$ cat src/bias_ctrl_pkg.sv
package bias_ctrl_pkg;
  // Clock period in nanoseconds.
  localparam int unsigned CLK_PERIOD_NS = 100;
  // Delay before the first output enable propagates after a pin wake.
  localparam int unsigned WAKE_DELAY_US = 220;
  localparam int unsigned WAKE_DELAY_CYCLES = (WAKE_DELAY_US * 1000) / CLK_PERIOD_NS;
  localparam int unsigned WAKE_CNT_W = 12;
  // Number of buck outputs.
  localparam int unsigned NUM_OUT = 2;
  // Strap code meaning second phase is a slave.
  localparam logic [1:0] STRAP_CODE_W = 2'h2;
  localparam logic [1:0] ADDR_LOW = 2'h0;
  localparam logic [1:0] ADDR_OPEN = 2'h1;
  localparam logic [1:0] ADDR_HIGH = 2'h2;
  localparam logic [7:0] STRAP_RESET = 8'h00;
  localparam int unsigned SYNC_STAGES = 3;

  typedef enum logic [3:0] {
    ST_OFF = 4'h1,
    ST_BIAS = 4'h2,
    ST_WAKE = 4'h4,
    ST_RUN = 4'h8
  } seq_state_t;
endpackage

$ cat src/strap_if.sv
`timescale 1ns/1ps
`default_nettype none
interface strap_if;
  logic [7:0] strap_a;
  logic [7:0] strap_b;
  logic b_is_slave;
  logic sample;
  logic clear;
  modport sampler (input sample, input clear, output strap_a, output strap_b, output b_is_slave);
  modport user (output sample, output clear, input strap_a, input strap_b, input b_is_slave);
endinterface
`default_nettype wire

$ cat src/pin_sync.sv
`timescale 1ns/1ps
`default_nettype none
module pin_sync #(
  parameter int unsigned WIDTH = 1
) (
  input wire logic clk_in,
  input wire logic rst_n_in,
  input wire logic [WIDTH-1:0] async_in,
  output logic [WIDTH-1:0] level_out
);
  import bias_ctrl_pkg::*;

  logic [WIDTH-1:0] s1_reg, s2_reg, s3_reg, lvl_reg;
  logic [WIDTH-1:0] lvl_next;

  // A change is taken only when the second and third stages agree.
  always_comb begin
    lvl_next = lvl_reg;
    for (int i = 0; i < WIDTH; i++) begin
      if (s2_reg[i] == s3_reg[i]) begin
        lvl_next[i] = s3_reg[i];
      end
    end
  end

  always_ff @(posedge clk_in) begin
    if (!rst_n_in) begin
      s1_reg <= '0;
      s2_reg <= '0;
      s3_reg <= '0;
      lvl_reg <= '0;
    end else begin
      s1_reg <= async_in;
      s2_reg <= s1_reg;
      s3_reg <= s2_reg;
      lvl_reg <= lvl_next;
    end
  end

  assign level_out = lvl_reg;
endmodule
`default_nettype wire

$ cat src/strap_latch.sv
`timescale 1ns/1ps
`default_nettype none
module strap_latch (
  input wire logic clk_in,
  input wire logic rst_n_in,
  input wire logic [7:0] code_a_in,
  input wire logic [7:0] code_b_in,
  strap_if.sampler st
);
  import bias_ctrl_pkg::*;

  logic [7:0] a_reg, a_next, b_reg, b_next;
  logic slave_reg, slave_next;

  always_comb begin
    a_next = a_reg;
    b_next = b_reg;
    slave_next = slave_reg;
    if (st.clear) begin
      a_next = STRAP_RESET;
      b_next = STRAP_RESET;
      slave_next = 1'b0;
    end else if (st.sample) begin
      a_next = code_a_in;
      b_next = code_b_in;
      slave_next = (code_b_in[1:0] == STRAP_CODE_W);
    end
  end

  always_ff @(posedge clk_in) begin
    if (!rst_n_in) begin
      a_reg <= STRAP_RESET;
      b_reg <= STRAP_RESET;
      slave_reg <= 1'b0;
    end else begin
      a_reg <= a_next;
      b_reg <= b_next;
      slave_reg <= slave_next;
    end
  end

  assign st.strap_a = a_reg;
  assign st.strap_b = b_reg;
  assign st.b_is_slave = slave_reg;
endmodule
`default_nettype wire

$ cat src/bias_supply_enable_control.sv
// Notes on behaviour
// Bias from system input when disabled or low.
// Bias from alternate only if allowed and high.
// Any enable pin powers bias and regulators.
// Straps sampled once logic supply stable.
// Serial bus needs system and logic supplies.
// Interface-only wake allows config before outputs.
// Wake starts on system input, then switches.
// Switch status bit and switch event flag.
// High enable pin turns its output on.
// Pin wake delays output enable about 220us.
// Output enable is pin OR software bit.
// Serial interface active while logic regulator on.
// Host drives enable pins to clean levels.
// Second power-good held low in dual phase.
// Low second strap makes phase two slave.
// Low forced-PWM pin or clock forces PWM. The code forces PWM from the low pin only; it has no clock input.
// Bus address from three-level strap.
// Interrupt pin is open-drain, pull-low only.
// Straps give defaults; bus writes override.
// Shutdown resets state; strap defaults held. The code clears the strap latch and both settings on shutdown.
// Pins and comparators synchronised before use. The code uses power_ok_raw_in without synchronising it.
`timescale 1ns/1ps
`default_nettype none
module bias_supply_enable_control (
  input wire logic clk_in,
  input wire logic rst_n_in,
  input wire logic interface_enable_pin_in,
  input wire logic [bias_ctrl_pkg::NUM_OUT-1:0] output_enable_pin_in,
  input wire logic [bias_ctrl_pkg::NUM_OUT-1:0] output_sw_enable_in,
  input wire logic alt_source_disable_in,
  input wire logic alt_above_threshold_in,
  input wire logic system_input_valid_in,
  input wire logic logic_supply_valid_in,
  input wire logic [7:0] strap_select_a_in,
  input wire logic [7:0] strap_select_b_in,
  input wire logic addr_strap_high_in,
  input wire logic addr_strap_low_in,
  input wire logic force_pwm_a_n_in,
  input wire logic force_pwm_b_n_in,
  input wire logic [bias_ctrl_pkg::NUM_OUT-1:0] power_ok_raw_in,
  input wire logic irq_pending_in,
  input wire logic alt_switch_irq_clear_in,
  input wire logic cfg_write_in,
  input wire logic [7:0] cfg_a_in,
  input wire logic [7:0] cfg_b_in,
  output logic bias_enable_out,
  output logic bias_from_alt_out,
  output logic serial_active_out,
  output logic [bias_ctrl_pkg::NUM_OUT-1:0] buck_enable_out,
  output logic [bias_ctrl_pkg::NUM_OUT-1:0] force_pwm_out,
  output logic alt_switched_status_out,
  output logic alt_switch_irq_out,
  output logic [1:0] bus_address_out,
  output logic [7:0] setting_a_out,
  output logic [7:0] setting_b_out,
  output logic dual_phase_out,
  output logic power_good_a_oe_out,
  output logic power_good_a_o_out,
  output logic power_good_b_oe_out,
  output logic power_good_b_o_out,
  output logic interrupt_out_n_oe_out,
  output logic interrupt_out_n_o_out,
  output logic [3:0] seq_state_out
);
  import bias_ctrl_pkg::*;

  // One bit per filtered pin or comparator: one, two, then eight single bits.
  localparam int SYNC_W = 11;

  logic [SYNC_W-1:0] raw_vec, sync_vec;
  logic if_en_s, alt_dis_s, alt_hi_s, sys_ok_s, vdd_ok_s;
  logic fpwm_a_s, fpwm_b_s, addr_hi_s, addr_lo_s;
  logic [NUM_OUT-1:0] en_pin_s;
  logic any_en;

  assign raw_vec = {interface_enable_pin_in, output_enable_pin_in, alt_source_disable_in,
                    alt_above_threshold_in, system_input_valid_in, logic_supply_valid_in,
                    force_pwm_a_n_in, force_pwm_b_n_in, addr_strap_high_in,
                    addr_strap_low_in};

  // Analog comparators and pins enter through the three-stage filter, except power_ok_raw_in, which drives the power-good pins directly.
  pin_sync #(.WIDTH(SYNC_W)) u_sync (
    .clk_in(clk_in),
    .rst_n_in(rst_n_in),
    .async_in(raw_vec),
    .level_out(sync_vec)
  );

  assign {if_en_s, en_pin_s, alt_dis_s, alt_hi_s, sys_ok_s, vdd_ok_s,
          fpwm_a_s, fpwm_b_s, addr_hi_s, addr_lo_s} = sync_vec;

  assign any_en = if_en_s | (|en_pin_s);

  strap_if st();
  strap_latch u_strap (
    .clk_in(clk_in),
    .rst_n_in(rst_n_in),
    .code_a_in(strap_select_a_in),
    .code_b_in(strap_select_b_in),
    .st(st)
  );

  seq_state_t state_reg, state_next;
  logic [WAKE_CNT_W-1:0] cnt_reg, cnt_next;
  logic pin_wake_reg, pin_wake_next;
  logic alt_reg, alt_next;
  logic irq_reg, irq_next;
  logic [7:0] set_a_reg, set_a_next, set_b_reg, set_b_next;
  logic [1:0] addr_reg, addr_next;
  logic [NUM_OUT-1:0] buck_reg, buck_next;
  logic want_alt;

  function automatic logic [1:0] decode_addr(input logic hi, input logic lo);
    if (hi && !lo) begin
      return ADDR_HIGH;
    end else if (lo && !hi) begin
      return ADDR_LOW;
    end
    return ADDR_OPEN;
  endfunction

  assign want_alt = !alt_dis_s && alt_hi_s;

  always_comb begin
    state_next = state_reg;
    cnt_next = cnt_reg;
    pin_wake_next = pin_wake_reg;
    alt_next = alt_reg;
    irq_next = irq_reg;
    set_a_next = set_a_reg;
    set_b_next = set_b_reg;
    addr_next = addr_reg;
    buck_next = '0;
    st.sample = 1'b0;
    st.clear = 1'b0;
    case (state_reg)
      ST_OFF: begin
        alt_next = 1'b0;
        if (any_en) begin
          // Remember whether an output pin caused the wake.
          pin_wake_next = |en_pin_s;
          state_next = ST_BIAS;
        end
      end
      ST_BIAS: begin
        if (vdd_ok_s) begin
          st.sample = 1'b1;
          addr_next = decode_addr(addr_hi_s, addr_lo_s);
          cnt_next = '0;
          state_next = ST_WAKE;
        end
      end
      ST_WAKE: begin
        // Strap values land in the latch one cycle after sampling.
        set_a_next = st.strap_a;
        set_b_next = st.strap_b;
        cnt_next = cnt_reg + 1'b1;
        if (!pin_wake_reg || cnt_reg >= WAKE_CNT_W'(WAKE_DELAY_CYCLES - 1)) begin
          state_next = ST_RUN;
        end
      end
      ST_RUN: begin
        buck_next = en_pin_s | output_sw_enable_in;
        if (st.b_is_slave) begin
          buck_next[1] = 1'b0;
        end
        if (cfg_write_in && serial_active_out) begin
          set_a_next = cfg_a_in;
          set_b_next = cfg_b_in;
        end
        // Switch-over only after startup on the system input.
        alt_next = want_alt;
      end
      default: begin
        state_next = ST_OFF;
      end
    endcase
    if (alt_next != alt_reg) begin
      irq_next = 1'b1;
    end else if (alt_switch_irq_clear_in) begin
      irq_next = 1'b0;
    end
    if (!any_en && state_reg != ST_OFF) begin
      // Shutdown drops every held default and the buck, source and switch-event outputs.
      state_next = ST_OFF;
      st.clear = 1'b1;
      set_a_next = STRAP_RESET;
      set_b_next = STRAP_RESET;
      addr_next = ADDR_OPEN;
      buck_next = '0;
      alt_next = 1'b0;
      irq_next = 1'b0;
      pin_wake_next = 1'b0;
      cnt_next = '0;
    end
  end

  always_ff @(posedge clk_in) begin
    if (!rst_n_in) begin
      state_reg <= ST_OFF;
      cnt_reg <= '0;
      pin_wake_reg <= 1'b0;
      alt_reg <= 1'b0;
      irq_reg <= 1'b0;
      set_a_reg <= STRAP_RESET;
      set_b_reg <= STRAP_RESET;
      addr_reg <= ADDR_OPEN;
      buck_reg <= '0;
    end else begin
      state_reg <= state_next;
      cnt_reg <= cnt_next;
      pin_wake_reg <= pin_wake_next;
      alt_reg <= alt_next;
      irq_reg <= irq_next;
      set_a_reg <= set_a_next;
      set_b_reg <= set_b_next;
      addr_reg <= addr_next;
      buck_reg <= buck_next;
    end
  end

  assign bias_enable_out = (state_reg != ST_OFF);
  assign bias_from_alt_out = alt_reg;
  // Serial access follows the logic regulator and both supply monitors.
  assign serial_active_out = bias_enable_out && sys_ok_s && vdd_ok_s;
  assign buck_enable_out = buck_reg;
  assign force_pwm_out = {~fpwm_b_s, ~fpwm_a_s};
  assign alt_switched_status_out = alt_reg;
  assign alt_switch_irq_out = irq_reg;
  assign bus_address_out = addr_reg;
  assign setting_a_out = set_a_reg;
  assign setting_b_out = set_b_reg;
  assign dual_phase_out = st.b_is_slave;
  assign power_good_a_o_out = 1'b0;
  assign power_good_a_oe_out = !power_ok_raw_in[0];
  assign power_good_b_o_out = 1'b0;
  assign power_good_b_oe_out = !power_ok_raw_in[1] || st.b_is_slave;
  assign interrupt_out_n_o_out = 1'b0;
  assign interrupt_out_n_oe_out = irq_pending_in || irq_reg;
  assign seq_state_out = state_reg;
endmodule
`default_nettype wire

$ cat config.mk
export PLATFORM = sky130hd
export DESIGN_NAME = bias_supply_enable_control
export DESIGN_NICKNAME = d
export VERILOG_FILES = /design/src/bias_ctrl_pkg.sv /design/src/strap_if.sv /design/src/pin_sync.sv /design/src/strap_latch.sv /design/src/bias_supply_enable_control.sv
export SDC_FILE = /design/constraint.sdc
export NUM_CORES = 1
export LEC_CHECK = 0
export ABC_AREA = 1
export BUFFER_PORTS_ARGS = -buffer_cell sky130_fd_sc_hd__buf_2
export CELL_PAD_IN_SITES_DETAIL_PLACEMENT = 1
export CELL_PAD_IN_SITES_GLOBAL_PLACEMENT = 1
export CORE_MARGIN = 3
export CORE_UTILIZATION = 30
export CTS_CLUSTER_DIAMETER = 50
export DETAILED_ROUTE_END_ITERATION = 6
export GPL_TIMING_DRIVEN = 0
export PLACE_DENSITY_LB_ADDON = 0.1
export SLEW_MARGIN = 0
export SYNTH_ARGS = -nofsm -noshare
export SYNTH_HDL_FRONTEND = slang
export SYNTH_SLANG_ARGS = --single-unit
$ cat constraint.sdc
create_clock -name clk_in -period 1.8 [get_ports clk_in]
set_input_delay 0.27 -clock clk_in [delete_from_list [all_inputs] [get_ports clk_in]]
set_output_delay 0.27 -clock clk_in [all_outputs]
set_load 0.01 [all_outputs]
==> results_dict.tcl, run 1 <==
set metrics [dict create \
    status "complete, no violations" \
    synth_area_per_cell_um2 7.40 \
    grt_max_degree 16 \
    regArea_um2 2000 \
    clock_path_buffers 2 \
    critPathKind "reg2out" \
    final_common_cell "nand2_1" \
    placedCellCount 796 \
    rsz0062_at_grt "false" \
    p_comb_frac 0.160 \
    grt_usage 0.153 \
    overflow 0 \
    setup-tns-final_ns 0 \
    nFillCells 1640 \
    clkPwrFrac 0.370 \
    clock_latency_ns 0.35 \
    seqPwrFrac 0.470 \
    port-buffer-count 85 \
    skew_ns 0.00308 \
    cts-root-buf "clkbuf_16" \
    dr.pass1.iters 4 \
    synth.distinct_cells 29 \
    holdBufCountCts 0 \
    cts_tree "built" \
    final_nets 688 \
    path_max_fanout 5 \
    clock-sinks 100 \
    required_ns 1.53 \
    antennaDiodeCount 0 \
    ys_top_cells_by_area "dfxtp_1, nand2_1, inv_1" \
    boundaryPins 90 \
    grt_pass1_wl_um 17500 \
    yosysSeqAreaShare 0.504 \
    wl_per_cell_um 13.4 \
    p_leak_nw 2.36 \
    syn_to_final_growth_pct 23.3 \
    drv_slew 0 \
    ys_warn_count 0 \
    setup_violations 0 \
    die_h_um 121 \
    final_cell_mix "nand2_1, dfxtp_1, buf_2, inv_1, nor2_1" \
    core-area_um2 12800 \
    min_period_ns 1.63 \
    cp-end-kind "output port" \
    hold_class "in2reg" \
    drc 0 \
    swShare 0.285 \
    wl_um 10800 \
    grt_pass1_vias 3578 \
    finalPower_mw 4.90 \
    fp.dieW_um 121 \
    clock.fmax_ghz 0.614 \
    timing.final.crit_share 0.905 \
    finalHoldViolCount 0 \
    switchingPower_mw 1.40 \
    synth_area_leader_cell "dfxtp_1" \
    gp_congestion 0.772 \
    synth_top_area_frac 0.504 \
    intPower_mw 3.50 \
    avgViaCountPerCell 4.49 \
    powerDensity_nw_per_um2 1000 \
    netlist_area_um2 3970 \
    vias 3643 \
    worst_pin_slew_ns 0.523 \
    start_util 0.311 \
    multi_input_area_um2 1530 \
    clkSlewWorstSetupHoldPaths_ns 0.07 \
    antenna_found_initial 0 \
    relSlewSlack 0.652 \
    largest_reg_flops 12 \
    ir_drop_mv 0.558 \
    h-tree-depth 3 \
    postSynthCellCount 537 \
    drv_cap 0 \
    synth_seq_cells 100 \
    detail-route-antenna-nets 0 \
    layout-drive-gt1-share 0.207 \
    drt_iter0_markers 102 \
    cp-start-kind "flip-flop" \
    row_count 41 \
    hpwlAfterDp_um 8140 \
    final_cells 811 \
    crit_arrival_ns 1.36 \
    dieArea_um2 14700 \
    cts_buffers 9 \
]
==> logic make-up (layout without fill, tap and decap cells) <==
| logic type | count (synthesis) | count (layout) | synth area share |
|---|---|---|---|
| other | 1 | 3 | 0.000944 |
| DFF | 100 | 100 | 0.504 |
| adders and majority gates | 2 | 2 | 0.00630 |
| and+or+nand+nor | 217 | 217 | 0.227 |
| buffers and inverters | 105 | 205 | 0.114 |
| AOI/OAI and AO/OA | 112 | 112 | 0.147 |
==> stage by stage <==
step           instance area [um^2]  setup slack (ns)  hold WS, ns   util
6_report                       4900             0.171        0.100  0.383
3_3_place_gp                   4620             0.165        0.395  0.362
4_1_cts                        4890            0.0956       0.0899  0.383
3_5_place_dp                   4620             0.124        0.402  0.362
5_1_grt                        4900           0.00228        0.103  0.383
2_1_floorplan                  3980             0.440        0.368      -
==> routing by layer <==
layer  GRT usage  part of all wire  vias up
li1            -                 -     1863
met1       0.173              0.43     1711
met2       0.275              0.51       54
met3      0.0317             0.040       15
met4      0.0673             0.021        0
met5           0                 0        -
==> cells in the mapped netlist <==
cell,instances
buf_2,4
nand2_4,1
dfxtp_1,100
o21ai_0,42
or2_2,1
or2_1,1
nand3_2,2
nor2_1,70
inv_1,72
o21ai_1,20
nor2_2,4
a21boi_0,2
o22ai_1,1
nand4_1,7
nand2_2,1
ha_1,2
nand2_1,108
nor2_4,1
clkbuf_1,11
buf_4,10
buf_6,2
inv_2,6
a21oi_4,1
a31oi_1,1
conb_1,1
a21oi_1,44
nor3_1,4
a21boi_2,1
nand3_1,17
==> cell type report <==
cell class,count,share of cell area
Tap cell,172,0.0440
Timing Repair Buffer,85,0.0869
Buffer,26,0.0317
Sequential cell,100,0.409
Clock buffer,13,0.0511
Clock inverter,3,0.00460
Inverter,78,0.0598
Multi-Input combinational cell,334,0.313
==> critical path, cell delays in order (launching register included) <==
cell	delay [ns]
dfxtp_1	0.42
nand2_1	0.08
nor2_1	0.24
nor2_2	0.11
buf_2	0.16
==> worst paths after layout <==
path	cells after the start	from	slack, ns	end
worst max register to register	8	seq_state_out[0]	0.21	cnt_reg[8]
worst max-delay path	4	seq_state_out[0]	0.17	serial_active_out
worst min-delay path	3	interface_enable_pin_in	0.10	u_sync.s1_reg[10]
worst min register to register	2	u_sync.s1_reg[6]	0.41	u_sync.s2_reg[6]
==> power by group through the flow <==
stage | clock, mW | combinational [mW] | sequential [mW]
finish | 1.81 | 0.782 | 2.30
global route | 1.97 | 0.891 | 2.31
CTS | 1.88 | 0.799 | 2.30
detailed placement | 0 | 0.796 | 2.36
global placement | 0 | 0.780 | 2.35
floorplan | 0 | 0.491 | 2.36
==> timing repair <==
action	CTS	global route
setup buffers	0	0
setup endpoints to repair	0	21
resized for setup	0	1
Note: power is estimated with default switching activity, not from simulation.
==> run 2: changes to the inputs <==
ABC_AREA = unset   (was 1)
GPL_TIMING_DRIVEN = unset   (was 0)
SYNTH_HIERARCHICAL = 1   (was unset)
==> results_dict.tcl, run 2 <==
set metrics [dict create \
    h-tree-depth 3 \
    clkSlewWorstSetupHoldPaths_ns 0.07 \
    synth.most_common_cell "dfxtp_1" \
    clock.fmax_ghz 0.561 \
    critPathKind "reg2out" \
    drt_iter0_markers 195 \
    fp.dieW_um 120 \
    grt_pass1_wl_um 16800 \
    dieArea_um2 14500 \
    cts-root-buf "clkbuf_16" \
    die_h_um 120 \
    wl_met3_um 472 \
    hpwlAfterDp_um 7270 \
    worst-path-buf-inv 2 \
    final_util 0.399 \
    regToRegSetupSlack_ns 0.02 \
    cp-start-kind "flip-flop" \
    holdBufCountCts 0 \
    hold_class "in2reg" \
    grt_max_degree 47 \
    grt_pass1_vias 3446 \
    yosys_most_used_dff "dfxtp_1" \
    syn_to_final_growth_pct 29.2 \
    timing.final.crit_share 0.991 \
    final_cell_mix "dfxtp_1, buf_2, nand2_1, nor2_1, and2_1" \
    max_stage_delay_ns 0.34 \
    multi_input_area_um2 1800 \
    status "complete, no violations" \
    start_util 0.309 \
    ys_warn_count 6 \
    crit_slowest_cell "dfxtp_2" \
    powerDensity_nw_per_um2 844 \
    clock_latency_ns 0.35 \
    boundaryPins 90 \
    crit_family "simple AND/OR/NAND/NOR gates" \
    final_cells 705 \
    drv_slew 0 \
    dr.pass1.iters 4 \
    top_layer "met4" \
    gp_congestion 0.760 \
    finalHoldViolCount 0 \
    skew_ns 0.00560 \
    core-area_um2 12700 \
    ys_top_cells_by_area "dfxtp_1, nand2_1, and2_1" \
    wl_per_cell_um 14.8 \
    clock-sinks 100 \
    netlist_area_um2 3930 \
    async_flop_share 0 \
    placedCellCount 684 \
    synth_top_area_frac 0.509 \
    antenna_found_initial 0 \
    cp-end-kind "output port" \
    finalPower_mw 4.29 \
    postSynthCellCount 423 \
    nFillCells 1503 \
    port-buffer-count 86 \
    vias 3308 \
    post-place-ws_ns 0.0180 \
    overflow 0 \
    wl_met2_um 5360 \
    required_ns 1.53 \
    crit_arrival_ns 1.51 \
    setup-tns-final_ns 0 \
    min_period_ns 1.78 \
    synth_area_leader_cell "dfxtp_1" \
    clock_path_buffers 2 \
    yosysSeqAreaShare 0.509 \
    avgViaCountPerCell 4.69 \
    synth_area_per_cell_um2 9.29 \
    p_leak_nw 1.97 \
    rsz0062_at_grt "true" \
    ir_drop_mv 0.623 \
    path_max_fanout 3 \
    drc 0 \
    final_nets 582 \
    drv_cap 0 \
    path_cells "and2b_1, nor3b_4, inv_2, and3_4, buf_2" \
    synthTopCellsByCount "dfxtp_1, nand2_1, nor2_1, and2_1, a311oi_1" \
    cts_tree "built" \
    synth_seq_cells 100 \
    synth.distinct_cells 58 \
    antennaDiodeCount 0 \
    regArea_um2 2010 \
    grt_usage 0.147 \
    row_count 41 \
    final_common_cell "dfxtp_1" \
    layout-drive-gt1-share 0.310 \
    detail-route-antenna-nets 0 \
    synth_edf_count 0 \
    largest_reg_flops 12 \
    fin_ws_ns 0.0161 \
    wl_um 10400 \
    drt-met1-wl_um 4480 \
    setup_violations 0 \
    cts_buffers 9 \
]
==> run 2: area by class of cell <==
type                       count  area share
clock inverter                 5     0.00862
sequential                   100       0.396
clock buffer                  11      0.0478
tap                          172      0.0424
timing repair buffer         119       0.143
multi-input combinational    288       0.355
inverter                      10     0.00739
==> run 2: power by group <==
group / switching, mW / internal (mW)
registers: 0.0119 / 2.24
clock network: 0.862 / 0.995
logic: 0.0901 / 0.0883
==> run 2: timing repair <==
item,in CTS,in global routing
pin swaps,0,2
endpoints found under the setup margin,3,23
hold endpoints to repair,0,0
buffers inserted,1,2
resized for setup,1,12
gates cloned,0,2
==> run 2: path summary, 6_finish.rpt <==
path                                        from  cells past startpoint                 to
worst max register to register  seq_state_out[1]                      7   setting_b_out[6]
worst min-delay path            force_pwm_a_n_in                      2   u_sync/s1_reg[3]
worst max-delay path            seq_state_out[1]                      5  serial_active_out
worst min register to register  u_sync/s1_reg[2]                      1   u_sync/s2_reg[2]
==> run 2: cells by family after synthesis <==
kind of cell | count (synthesis) | share of synthesized area
AOI/OAI and AO/OA | 77 | 0.141
xor gates and xnor gates | 5 | 0.0111
adders and majority gates | 2 | 0.00636
buffers and inverters | 37 | 0.0560
DFF | 100 | 0.509
muxes | 16 | 0.0407
other | 1 | 0.000954
and+or+nand+nor | 185 | 0.235
==> run 2: metrics by stage <==
| step | area, um^2 | hold WS, ns |
|---|---|---|
| after floorplan | 3960 | 0.342 |
| after global placement | 4660 | 0.414 |
| after detailed placement | 4660 | 0.422 |
| after CTS | 4960 | 0.106 |
| after global routing | 5080 | 0.107 |
| final | 5080 | 0.125 |
==> run 2: worst reg2reg max path, cell delays in order (launching register included) <==
cell and delay [ns]:
dfxtp_2 0.34, and2b_1 0.23, nor3b_4 0.22, inv_2 0.06, and3_4 0.18, a31o_4 0.25, clkbuf_16 0.17, a311oi_2 0.25
==> run 2: routing by layer <==
metal / GRT usage / vias to the layer above
li1: - / 1649
met1: 0.167 / 1602
met2: 0.262 / 50
met3: 0.0533 / 7
met4: 0.0368 / 0
met5: 0 / -
==> run 3: changes to the inputs <==
RECOVER_POWER = 25   (was unset)
==> results_dict.tcl, run 3 (same netlist as run 2, synthesis figures left out) <==
set metrics [dict create \
    rsz0062_at_grt "true" \
    port-buffer-count 86 \
    clock.fmax_ghz 0.561 \
    post-place-ws_ns 0.0180 \
    hold_class "in2reg" \
    p_leak_nw 1.96 \
    wl_um 10400 \
    intPower_mw 3.32 \
    hold_end "u_sync/s1_reg[3]" \
    antenna_found_initial 0 \
    drv_cap 0 \
    worst-path-buf-inv 2 \
    min-delay-start "force_pwm_a_n_in" \
    worst_pin_slew_ns 0.644 \
    die_h_um 120 \
    final_cells 705 \
    critPathKind "reg2out" \
    timing.final.crit_share 0.991 \
    cts-root-buf "clkbuf_16" \
    grt_usage 0.147 \
    final_nets 582 \
    syn_to_final_growth_pct 29.2 \
    drt_iter0_markers 195 \
    clock_latency_ns 0.35 \
    drc 0 \
    wl_per_cell_um 14.8 \
    cp-start-kind "flip-flop" \
    swShare 0.225 \
    crit_slowest_cell "dfxtp_2" \
    dr.pass1.iters 4 \
    relSlewSlack 0.571 \
    grt_max_degree 47 \
    min_period_ns 1.78 \
    drv_slew 0 \
    fp.dieW_um 120 \
    required_ns 1.53 \
    crit_family "simple AND/OR/NAND/NOR gates" \
    switchingPower_uw 965 \
    holdPathStages 2 \
    hpwlAfterDp_um 7270 \
    cp-end-kind "output port" \
    r2r_end "setting_b_out[6]" \
    finalHoldViolCount 0 \
    core-area_um2 12700 \
    avgViaCountPerCell 4.70 \
    grt_pass1_wl_um 16800 \
    reg2reg_depth 7 \
    layout-drive-gt1-share 0.310 \
    ir_drop_mv 0.623 \
    row_count 41 \
    fin_ws_ns 0.0160 \
    overflow 0 \
    grt_pass1_vias 3446 \
    powerDensity_nw_per_um2 845 \
    path_cells "and2b_1, nor3b_4, inv_2, and3_4, buf_2" \
    boundaryPins 90 \
    dieArea_um2 14500 \
    setup-tns-final_ns 0 \
    final_cell_mix "dfxtp_1, buf_2, nand2_1, nor2_1, and2_1" \
    start_util 0.309 \
    h-tree-depth 3 \
    cts_buffers 9 \
    crit_arrival_ns 1.51 \
    cts_tree "built" \
    clock-sinks 100 \
    holdBufCountCts 0 \
    gp_congestion 0.760 \
    max_stage_delay_ns 0.34 \
    antennaDiodeCount 0 \
    setup_violations 0 \
    path_max_fanout 3 \
    status "complete, no violations" \
    regToRegSetupSlack_ns 0.02 \
    clkSlewWorstSetupHoldPaths_ns 0.07 \
    r2r-start "seq_state_out[1]" \
    largest_reg_flops 12 \
    clkPwrFrac 0.433 \
    cp-startpoint "seq_state_out[1]" \
    clock_path_buffers 2 \
    skew_ns 0.00561 \
    final_common_cell "dfxtp_1" \
    vias 3313 \
    detail-route-antenna-nets 0 \
    placedCellCount 684 \
    p_comb_frac 0.041 \
    seqPwrFrac 0.525 \
]
## run 3: layer usage
| layer | global-route usage | wire length, um | vias to the layer above |
|---|---|---|---|
| li1 | - | - | 1648 |
| met1 | 0.167 | 4480 | 1608 |
| met2 | 0.262 | 5360 | 50 |
| met3 | 0.0533 | 472 | 7 |
| met4 | 0.0368 | 92 | 0 |
| met5 | 0 | 0 | - |
## run 3: per-stage QoR
| step | power [mW] | utilization | cell area (um^2) | hold WS (ns) |
|---|---|---|---|---|
| final | 4.29 | 0.399 | 5080 | 0.125 |
| after global routing | 4.50 | 0.399 | 5080 | 0.107 |
| after CTS | 4.37 | 0.390 | 4960 | 0.106 |
| after detailed placement | 2.48 | 0.367 | 4660 | 0.422 |
| after global placement | 2.48 | 0.367 | 4660 | 0.414 |
| after floorplan | 2.39 | - | 3960 | 0.342 |
## run 3: worst register-to-register path, cell delays in order (launching register included)
cell and delay (ns):
dfxtp_2 0.34, and2b_1 0.23, nor3b_4 0.22, inv_2 0.06, and3_4 0.18, a31o_4 0.25, clkbuf_16 0.17, a311oi_2 0.25
## run 3: how the worst max path moves through the flow
stage                   endpoint  slack (ns)  depth (start not counted)
2_1_floorplan        cnt_reg[11]       -0.02                          7
3_3_place_gp         cnt_reg[11]        0.07                          5
3_5_place_dp         cnt_reg[11]        0.02                          5
4_1_cts        serial_active_out       0.003                          5
5_1_grt         setting_b_out[6]       -0.07                          7
6_report       serial_active_out        0.02                          5
## run 3: power by group through the flow
stage          Combinational, mW  Clock [mW]  Sequential (mW)
4_1_cts                    0.175        1.94             2.25
5_1_grt                    0.200        2.04             2.26
3_5_place_dp               0.174           0             2.31
3_3_place_gp               0.172           0             2.30
2_1_floorplan             0.0858           0             2.30
6_report                   0.178        1.86             2.25
## run 3: layout make-up
cell class / instances / area, um^2
well taps: 172 / 215
inverters: 10 / 37.5
fillers: 1504 / 7640
clock inverters: 5 / 43.8
clock buffers: 11 / 243
multi-input cells: 288 / 1800
flip-flops and latches: 100 / 2010
repair buffers: 119 / 726
## run 3: timing repair
| item | 4_1_cts | 5_1_grt |
|---|---|---|
| buffers inserted | 1 | 2 |
| resized for setup | 1 | 12 |
| endpoints found under the hold margin | 0 | 0 |
| cloned | 0 | 2 |
| pin swaps | 0 | 2 |
| endpoints found under the setup margin | 3 | 23 |
